==> src/rtl/lsd_map.svh <==
// Register offsets, field positions, reset values and source select codes of the low-side driver control.
// Included by the design modules; definitions only.
`ifndef LSD_MAP_SVH
`define LSD_MAP_SVH
`define LSD_ADDR_W 3
`define LSD_OFF_DRIVE_LEVEL 3'h0
`define LSD_OFF_DRIVER_CONFIG 3'h1
`define LSD_OFF_RESERVED_TWO 3'h2
`define LSD_OFF_FACTORY_TEST 3'h3
`define LSD_OFF_RESERVED_FOUR 3'h4
`define LSD_OFF_RESERVED_FIVE 3'h5
`define LSD_OFF_IRQ_ENABLE 3'h6
`define LSD_OFF_IRQ_FLAG 3'h7
`define LSD_BIT_DRIVE_LEVEL 0
`define LSD_BIT_BIAS_ENABLE 0
`define LSD_BIT_OC_IRQ_ENABLE 7
`define LSD_BIT_OC_FLAG 0
`define LSD_RST_FACTORY_TEST 8'h00
`define LSD_SEL_DATA 2'h0
`define LSD_SEL_TIMER 2'h1
`define LSD_SEL_PWM 2'h2
`endif

==> src/rtl/lsd_pkg.sv <==
// Types shared by the low-side driver control modules.
// Assumes lsd_map.svh is on the include path.
package lsd_pkg;
    typedef enum logic [1:0] {
        SRC_DATA = 2'h0,
        SRC_TIMER = 2'h1,
        SRC_PWM = 2'h2
    } source_t;
    typedef enum logic [1:0] {
        PM_RUN = 2'b01,
        PM_STOP = 2'b10
    } power_t;
endpackage

==> src/rtl/lsd_ctrl_if.sv <==
// Interface between the register file and the driver core of the low-side driver control.
// Both ends run on the single system clock.
`timescale 1ns/1ps
interface lsd_ctrl_if;
    logic dataBit;
    logic biasEnable;
    logic ocFlag;
    logic stopActive;
    logic stopEntry;
    logic selectedLevel;
    modport regs (
        output dataBit,
        output biasEnable,
        output ocFlag,
        input stopActive,
        input stopEntry,
        input selectedLevel
    );
    modport core (
        input dataBit,
        input biasEnable,
        input ocFlag,
        output stopActive,
        output stopEntry,
        output selectedLevel
    );
endinterface

==> src/rtl/lsd_control.sv <==
// Top of the low-side driver control: register port, over-current handling and the switch outputs.
// Assumes a synchronous over-current detector input and a single 25 MHz system clock.
//
// Functional notes
// Bit 0 of the configuration register biases the driver; one enables it.
// With the data bit as source, zero turns the switch off, one on.
// Data read gives stored bit when disabled, selected source level when enabled.
// In run mode an enabled driver follows the selected data, timer or PWM source.
// Entering stop mode clears the data bit.
// Throughout stop mode the driver is held disabled and off.
// Leaving stop re-enables the driver; timer or PWM sources resume by themselves.
// After stop with data source, switch stays off until software writes one.
// Software turns timer or PWM drive off before stop if it must stay off.
// Software waits the settling time after enabling before switching on.
// An over-current report sets the over-current flag.
// While the flag is set the switch is forced off.
// Clearing the flag returns control to the selected source.
// Writing one clears the flag; writing zero leaves it.
// Interrupt requested while flag and enable bit 7 at offset six are set.
// The interrupt is raised only in run mode, never in stop mode.
// Stop entry and exit leave the over-current flag unchanged.
// Test register at offset three reads anytime, writes only in special mode.
// Reset clears data, enable, interrupt enable and flag; output off, no request.
`timescale 1ns/1ps
`include "lsd_map.svh"
module lsd_control #(
    parameter int unsigned ADDR_W = `LSD_ADDR_W
) (
    // Clock and reset.
    input wire logic clk_sys,
    input wire logic rstn,
    // Register port.
    input wire logic [ADDR_W-1:0] regAddr,
    input wire logic [7:0] regWdata,
    input wire logic regWrite,
    input wire logic regRead,
    output logic [7:0] regRdata,
    // Mode inputs.
    input wire logic stopReq,
    input wire logic specialMode,
    // Routed sources from the port routing module.
    input wire lsd_pkg::source_t sourceSelect,
    input wire logic timerLevel,
    input wire logic pwmLevel,
    // Analog stage.
    input wire logic overcurrentDetect,
    output logic switchOutputPin,
    output logic driverBiasEnable,
    // Interrupt.
    output logic driverIrqRequest
);
    lsd_ctrl_if ctrl ();

    logic dataBit;
    logic biasEnable;
    logic ocIrqEnable;
    logic ocFlag;
    logic [7:0] factoryTest;
    logic switchOn;
    logic biasOn;
    logic [7:0] next_rdata;
    logic wrData;
    logic wrConfig;
    logic wrTest;
    logic wrIe;
    logic wrIf;

    assign ctrl.dataBit = dataBit;
    assign ctrl.biasEnable = biasEnable;
    assign ctrl.ocFlag = ocFlag;

    lsd_drive_core u_core (
        .clk_sys(clk_sys),
        .rstn(rstn),
        .stopReq(stopReq),
        .sourceSelect(sourceSelect),
        .timerLevel(timerLevel),
        .pwmLevel(pwmLevel),
        .ctrl(ctrl),
        .switchOn(switchOn),
        .biasOn(biasOn)
    );

    assign wrData = regWrite && (regAddr == `LSD_OFF_DRIVE_LEVEL);
    assign wrConfig = regWrite && (regAddr == `LSD_OFF_DRIVER_CONFIG);
    assign wrTest = regWrite && (regAddr == `LSD_OFF_FACTORY_TEST);
    assign wrIe = regWrite && (regAddr == `LSD_OFF_IRQ_ENABLE);
    assign wrIf = regWrite && (regAddr == `LSD_OFF_IRQ_FLAG);

    // Stop entry wins over a software write in the same cycle, so stop always starts with the bit low.
    always_ff @(posedge clk_sys or negedge rstn) begin
        if (!rstn) begin
            dataBit <= 1'b0;
        end else if (ctrl.stopEntry || ctrl.stopActive) begin
            dataBit <= 1'b0;
        end else if (wrData) begin
            dataBit <= regWdata[`LSD_BIT_DRIVE_LEVEL];
        end
    end

    always_ff @(posedge clk_sys or negedge rstn) begin
        if (!rstn) begin
            biasEnable <= 1'b0;
        end else if (wrConfig) begin
            biasEnable <= regWdata[`LSD_BIT_BIAS_ENABLE];
        end
    end

    always_ff @(posedge clk_sys or negedge rstn) begin
        if (!rstn) begin
            ocIrqEnable <= 1'b0;
        end else if (wrIe) begin
            ocIrqEnable <= regWdata[`LSD_BIT_OC_IRQ_ENABLE];
        end
    end

    // A detection in the clearing cycle keeps the flag set; stop mode does not touch it.
    always_ff @(posedge clk_sys or negedge rstn) begin
        if (!rstn) begin
            ocFlag <= 1'b0;
        end else if (overcurrentDetect) begin
            ocFlag <= 1'b1;
        end else if (wrIf && regWdata[`LSD_BIT_OC_FLAG]) begin
            ocFlag <= 1'b0;
        end
    end

    // The test byte only steers nothing here; it is kept so factory code can read back what it wrote.
    always_ff @(posedge clk_sys or negedge rstn) begin
        if (!rstn) begin
            factoryTest <= `LSD_RST_FACTORY_TEST;
        end else if (wrTest && specialMode) begin
            factoryTest <= regWdata;
        end
    end

    always_comb begin
        next_rdata = 8'h00;
        unique case (regAddr)
            `LSD_OFF_DRIVE_LEVEL: begin
                next_rdata[`LSD_BIT_DRIVE_LEVEL] = biasEnable ? ctrl.selectedLevel : dataBit;
            end
            `LSD_OFF_DRIVER_CONFIG: begin
                next_rdata[`LSD_BIT_BIAS_ENABLE] = biasEnable;
            end
            `LSD_OFF_FACTORY_TEST: begin
                next_rdata = factoryTest;
            end
            `LSD_OFF_IRQ_ENABLE: begin
                next_rdata[`LSD_BIT_OC_IRQ_ENABLE] = ocIrqEnable;
            end
            `LSD_OFF_IRQ_FLAG: begin
                next_rdata[`LSD_BIT_OC_FLAG] = ocFlag;
            end
            default: begin
                next_rdata = 8'h00;
            end
        endcase
    end

    always_ff @(posedge clk_sys or negedge rstn) begin
        if (!rstn) begin
            regRdata <= 8'h00;
        end else if (regRead) begin
            regRdata <= next_rdata;
        end else begin
            regRdata <= 8'h00;
        end
    end

    // Outputs are registered, so the switch reacts one cycle after its cause.
    always_ff @(posedge clk_sys or negedge rstn) begin
        if (!rstn) begin
            switchOutputPin <= 1'b0;
            driverBiasEnable <= 1'b0;
        end else begin
            switchOutputPin <= switchOn;
            driverBiasEnable <= biasOn;
        end
    end

    always_ff @(posedge clk_sys or negedge rstn) begin
        if (!rstn) begin
            driverIrqRequest <= 1'b0;
        end else begin
            driverIrqRequest <= ocFlag && ocIrqEnable && !ctrl.stopActive && !stopReq;
        end
    end
endmodule

==> src/rtl/lsd_drive_core.sv <==
// Source selection and power mode tracking for the low-side switch.
// Assumes the routing choice and the stop request are synchronous to clk_sys.
`timescale 1ns/1ps
`include "lsd_map.svh"
module lsd_drive_core (
    // Clock and reset.
    input wire logic clk_sys,
    input wire logic rstn,
    // Mode and routed sources.
    input wire logic stopReq,
    input wire lsd_pkg::source_t sourceSelect,
    input wire logic timerLevel,
    input wire logic pwmLevel,
    // Register side.
    lsd_ctrl_if.core ctrl,
    // Outputs toward the pin stage.
    output logic switchOn,
    output logic biasOn
);
    lsd_pkg::power_t powerState;
    logic selLevel;

    always_ff @(posedge clk_sys or negedge rstn) begin
        if (!rstn) begin
            powerState <= lsd_pkg::PM_RUN;
        end else begin
            unique case (powerState)
                lsd_pkg::PM_RUN: begin
                    if (stopReq) begin
                        powerState <= lsd_pkg::PM_STOP;
                    end
                end
                lsd_pkg::PM_STOP: begin
                    if (!stopReq) begin
                        powerState <= lsd_pkg::PM_RUN;
                    end
                end
                default: begin
                    powerState <= lsd_pkg::PM_RUN;
                end
            endcase
        end
    end

    always_comb begin
        unique case (sourceSelect)
            lsd_pkg::SRC_TIMER: selLevel = timerLevel;
            lsd_pkg::SRC_PWM: selLevel = pwmLevel;
            default: selLevel = ctrl.dataBit;
        endcase
    end

    assign ctrl.stopActive = (powerState == lsd_pkg::PM_STOP);
    assign ctrl.stopEntry = (powerState == lsd_pkg::PM_RUN) && stopReq;
    assign ctrl.selectedLevel = selLevel;

    // Stop forces both bias and drive off; leaving stop restores bias, and timer or PWM drive, with no software step.
    always_comb begin
        biasOn = ctrl.biasEnable && !ctrl.stopActive;
        switchOn = biasOn && selLevel && !ctrl.ocFlag;
    end
endmodule

==> config.mk <==
export PLATFORM = sky130hd
export DESIGN_NAME = lsd_control
export DESIGN_NICKNAME = d
export VERILOG_FILES = /design/src/rtl/lsd_pkg.sv /design/src/rtl/lsd_ctrl_if.sv /design/src/rtl/lsd_control.sv /design/src/rtl/lsd_drive_core.sv
export VERILOG_INCLUDE_DIRS = /design/src /design/src/rtl
export SDC_FILE = /design/constraint.sdc
export NUM_CORES = 1
export LEC_CHECK = 0
export ABC_AREA = 1
export BUFFER_PORTS_ARGS = -buffer_cell sky130_fd_sc_hd__buf_2
export CAP_MARGIN = 40
export CELL_PAD_IN_SITES_DETAIL_PLACEMENT = 1
export CELL_PAD_IN_SITES_GLOBAL_PLACEMENT = 1
export CORE_ASPECT_RATIO = 1.2
export CORE_MARGIN = 3
export CORE_UTILIZATION = 36
export CTS_BUF_LIST = sky130_fd_sc_hd__clkbuf_4 sky130_fd_sc_hd__clkbuf_8 sky130_fd_sc_hd__clkbuf_16
export DETAILED_ROUTE_END_ITERATION = 10
export GPL_TIMING_DRIVEN = 0
export PLACE_DENSITY_LB_ADDON = 0.1
export SYNTH_ARGS = -nofsm -noshare
export SYNTH_HDL_FRONTEND = slang
export SYNTH_SLANG_ARGS = --single-unit
==> constraint.sdc <==
create_clock -name clk_sys -period 1.3 [get_ports clk_sys]
set_clock_uncertainty 0.1 [all_clocks]
set_input_delay 0.13 -clock clk_sys [delete_from_list [all_inputs] [get_ports clk_sys]]
set_output_delay 0.13 -clock clk_sys [all_outputs]
set_load 0.02 [all_outputs]
Word-level counts from Yosys, hierarchy flattened

Cells that the tools add are included.

Reduce and logical (&&, ||, !) cells: 22
Eq/ne operators: 10
Mux-type cells: 13

Operators by type and width:

| kind                 | number |
|---|---|
| $logic_and A1 B1 Y1  | 14 |
| $mux W8              | 1 |
| $eq A3 B3 Y1 const B | 2 |
| $mux W6              | 1 |
| $mux W1              | 5 |
| $eq A2 B1 Y1 const B | 2 |
| $eq A2 B2 Y1 const B | 2 |
| $mux W2              | 2 |
| $ne A2 B2 Y1 const B | 2 |
| $pmux W1 S2          | 2 |
| $pmux W1 S4          | 1 |
| $pmux W2 S2          | 1 |
| $reduce_bool A2 Y1   | 2 |
| $eq A3 B1 Y1 const B | 1 |
| $eq A3 B2 Y1 const B | 1 |
| $logic_not A1 Y1     | 3 |
| $logic_not A3 Y1     | 1 |
| $reduce_and A2 Y1    | 1 |
| $logic_or A1 B1 Y1   | 1 |

Register bits: 25
Output and inout bits: 11
Word-level logic and storage cells: 55

Logic depth before layout (Yosys ltp)

Depth in word-level cells: 5
Gate-level depth with buffers: 8

Modules after synthesis

A second synthesis with hierarchy kept.

Cell total of the unflattened synthesis: 124
Area total of the unflattened synthesis: 1126.1 um^2

By module, submodules not included:

| module         | cells each | times used | area an instance (um^2) |
|---|---|---|---|
| lsd_control    | 98         | 1          | 952.2 |
| lsd_drive_core | 26         | 1          | 173.9 |

Worst setup path after synthesis

Ideal clock, no wire load.

Path type: register to register
From: register u_core.powerState[0]
To: register dataBit, in the netlist ctrl.dataBit
Cell stages (with the launch flop): 5
Arrival time: 0.984 ns
Setup slack: 0.095 ns
Buffers on the path: 0
Required time: 1.079 ns
Setup time: 0.121 ns
Clock period less this slack: 1.205 ns
Cells stage by stage: dfstp_2 -> inv_1 -> or2_2 -> o21ai_0 -> nor2_1

Longest elaborated chain between the ends: 4
Elaborated cells on any way between the ends: 6

Ends and longest elaborated chain:

| element                                              | line                 | RTL |
|---|---|---|
| start, declared                                      | lsd_drive_core.sv:20 | `lsd_pkg::power_t powerState;` |
| start signal, assigned                               | lsd_drive_core.sv:25 | `powerState <= lsd_pkg::PM_RUN;` |
| start signal, assigned                               | lsd_drive_core.sv:30 | `powerState <= lsd_pkg::PM_STOP;` |
| start signal, assigned                               | lsd_drive_core.sv:35 | `powerState <= lsd_pkg::PM_RUN;` |
| $eq A2 B1 Y1                                         | lsd_drive_core.sv:54 | `assign ctrl.stopEntry = (powerState == lsd_pkg::PM_RUN) && stopReq;` |
| $logic_and A1 B1 Y1                                  | lsd_drive_core.sv:54 |  |
| $logic_or A1 B1 Y1 (*)                               | lsd_control.sv:94    | `end else if (ctrl.stopEntry \|\| ctrl.stopActive) begin` |
| $mux W1 / $reduce_bool A2 Y1 (equally long branches) | --                   |  |
| end signal, assigned                                 | lsd_control.sv:97    | `` dataBit <= regWdata[`LSD_BIT_DRIVE_LEVEL]; `` |
| end, declared                                        | lsd_control.sv:54    | `logic dataBit;` |

Every way passes the cells marked *; elsewhere a longest branch is shown, timed or not.
A chain may end at the register's enable or synchronous reset.

Worst setup path in the final report

Same ends and word-level chain as after synthesis.

==> impl_metrics.tcl <==
set metrics [dict create \
    outcome "completed" \
    switching_share_pct 29.3 \
    start_util_pct 38.3 \
    fin_crit_sh_pct 93.8 \
    pwr-share-clk_pct 21.8 \
    synth_edf_count 0 \
    p_leak_nw 0.805 \
    synth_cells 118 \
    power_density_mw_per_mm2 1100 \
    antenna_found_initial 0 \
    critPathMaxFanout 2 \
    cts_inserted_buffers 3 \
    grt_use_total_pct 15.6 \
    netlist_area_mm2 0.00109 \
    synth_warnings 0 \
    final-max-slew-violation-count 0 \
    power_frac_seq_pct 57.4 \
    yosys.area_share.simple_pct 21.2 \
    routed_wl_um 2730 \
    required_ns 1.42 \
    synth_ff_type "dfrtp_1" \
    tightestPinTransition_ns 0.566 \
    r2r_setup_slack_ns 0.08 \
    drtIter0Drc 33 \
    r2r_cells 4 \
    crit_arrival_ns 1.34 \
    synth_top_area_share_pct 55.3 \
    clk_latency_ns 0.31 \
    power_switching_mw 0.467 \
    hold_viol_final 0 \
    dp_cells 184 \
    synthAdderAreaFrac_pct 2.30 \
    ctsRootBufferMaster "clkbuf_4" \
    hold-path-cell-count 3 \
    path_class "flop to flop" \
    drv_cap 0 \
    synth_mux_area_share_pct 0 \
    area_delta_synth_final_pct 33.3 \
    fin_area_mm2 0.00145 \
    cts.clk_slew.worst_paths_ns 0.13 \
    r2r-start "u_core.powerState[0]" \
    synth_async_sr_flop_share_pct 100 \
    fin_util_pct 51.0 \
    min-delay-start "regWrite" \
    place_ws_ns -0.0774 \
    worstHoldEndpoint "ocIrqEnable" \
    drt-vias-per-instance 4.78 \
    synth_cell_type_count 18 \
    r2r-end "ctrl.dataBit" \
    synth_top_area_cell "dfrtp_1" \
    synth_xor_xnor_area_share_pct 0 \
    clock.fmax_mhz 820 \
    yosysMostFrequentCell "dfrtp_1" \
    io_buffers 32 \
    syn_area_per_cell_um2 9.20 \
    synth_area_leaders "dfrtp_1, inv_1, nand2_1, nor2_1, a21oi_2" \
    layout_min_cycle_time_ns 1.22 \
    ys_ff_latch 25 \
    combPwrFrac_pct 20.9 \
    cts_tree "yes" \
    grt_pass1_wl_um 4440 \
    fillers 356 \
    final-setup-viol-count 0 \
    clock_path_buffers 2 \
    ys_seq_area_share_pct 57.7 \
    htreeDepth 1 \
    globalplace.congestion 0.819 \
    cts_sinks 25 \
    overflow 0 \
    drive_gt1_share_pct 31.3 \
    grt_max_degree 26 \
    placed_area_mm2 0.00129 \
    syn_nets 142 \
    maxSlewHeadroom_pct 62.2 \
    rows 21 \
    synth_common_cells "dfrtp_1, inv_1, nand2_1, nor2_1, a21oi_2" \
    drt_first_pass_iters 2 \
    dieHeight_um 66.2 \
    drt-wirelength-per-cell_um 13.6 \
    io_pins 33 \
    vias 956 \
    synth_compound_area_share_pct 10.1 \
    internal-power_mw 1.13 \
    cp-end-kind "flop" \
    diodes 0 \
    setup_tns_ns 0 \
    rsz0062_at_grt "no" \
    dieArea_mm2 0.00371 \
    ir_drop_mv 0.719 \
    setup_slack_ns 0.0809 \
    crit_path_start_kind "flop" \
    drc 0 \
    hp-class "input pin to flop" \
    core_area_mm2 0.00284 \
    fp.dieW_um 56.1 \
    synth_top_family_by_area "simple AND/OR/NAND/NOR gates" \
    hpwl_um 1980 \
    stdcell_count 200 \
    grt_pass1_vias 1002 \
    nets 191 \
    antenna_left 0 \
]
## area by class of cell
type / count / area [um2] / area share [%]
Clock inverter: 1 / 5.00 / 0.346
Clock buffer: 3 / 22.5 / 1.56
Buffer: 1 / 11.3 / 0.778
Tap cell: 34 / 42.5 / 2.94
Sequential cell: 25 / 627 / 43.3
Inverter: 22 / 82.6 / 5.70
Timing Repair Buffer: 44 / 280 / 19.4
Multi-Input combinational cell: 70 / 377 / 26.0
## power groups by stage
| stage | logic, mW | registers, mW | clock network (mW) |
|---|---|---|---|
| after CTS | 0.330 | 0.915 | 0.382 |
| after global routing | 0.375 | 0.926 | 0.395 |
| after global placement | 0.281 | 0.926 | 0 |
| final | 0.333 | 0.915 | 0.347 |
| after floorplan | 0.160 | 0.941 | 0 |
| after detailed placement | 0.297 | 0.931 | 0 |
## worst max-delay path by stage
stage	start	endpoint	slack [ns]	cells past startpoint
finish	u_core.powerState[0]	ctrl.dataBit	0.08	4
global route	u_core.powerState[0]	ctrl.dataBit	0.02	4
CTS	u_core.powerState[0]	ctrl.dataBit	0.02	4
detailed placement	u_core.powerState[0]	ctrl.dataBit	-0.08	4
global placement	u_core.powerState[0]	ctrl.dataBit	-0.02	4
floorplan	u_core.powerState[0]	ctrl.dataBit	0.1	4
## repair_timing
action / in CTS / in global routing
hold buffers: 12 / 0
buffers inserted: 0 / 0
gates resized for setup: 2 / 2
hold endpoints to repair: 38 / 0
pin swaps: 0 / 1
gates cloned: 0 / 0
setup endpoints to repair: 1 / 2
## metal layers
layer / GRT usage, % / wire length, um / vias to the layer above
met4: 6.82 / 59 / 0
met2: 30.3 / 1470 / 28
met5: 0 / 0 / -
met1: 16.0 / 1070 / 464
li1: - / - / 458
met3: 2.93 / 122 / 6
## sequential cells by signal, summed over array words and instances, names as in the netlist
signal and count:
driverBiasEnable 1, ocIrqEnable 1, factoryTest 8, ctrl.dataBit 1, switchOutputPin 1, u_core.powerState 2
regRdata 8, driverIrqRequest 1, biasEnable 1, ctrl.ocFlag 1
## cells by family after synthesis
kind of cell	count (synthesis)
and+or+nand+nor	52
DFF	25
buffers and inverters	23
AOI/OAI and AO/OA	16
adders and majority gates	2
## cells in the final DEF (no fill, tap or decap)
| master | Yosys | final |
|---|---|---|
| clkbuf_4 | 0 | 3 |
| nand2_1 | 21 | 21 |
| a21oi_2 | 6 | 6 |
| buf_2 | 0 | 32 |
| a21oi_1 | 3 | 3 |
| nand3_4 | 1 | 1 |
| o21ai_0 | 5 | 4 |
| nand3_2 | 1 | 1 |
| dlygate4sd3_1 | 0 | 12 |
| inv_1 | 21 | 21 |
| dfrtp_1 | 24 | 24 |
| or2_4 | 0 | 1 |
| ha_1 | 2 | 2 |
| buf_6 | 1 | 1 |
| nand4_1 | 2 | 2 |
| clkinv_2 | 0 | 1 |
| o21ai_2 | 2 | 3 |
| nand3_1 | 5 | 5 |
| dfstp_2 | 1 | 1 |
| nor2_1 | 20 | 20 |
| nor3_2 | 0 | 1 |
| inv_2 | 1 | 1 |
## metrics by stage
stage,hold slack [ns],power (mW)
after CTS,0.0337,1.63
after floorplan,-0.266,1.10
final,0.0562,1.60
after detailed placement,0.0603,1.23
after global routing,0.0528,1.70
after global placement,0.0567,1.21
## worst max-delay path: stages, from the launching register on
cell and delay (ns):
dfstp_2 0.54, inv_1 0.04, or2_4 0.23, o21ai_2 0.15, nor2_1 0.07
(Power assumes the default switching activity.)
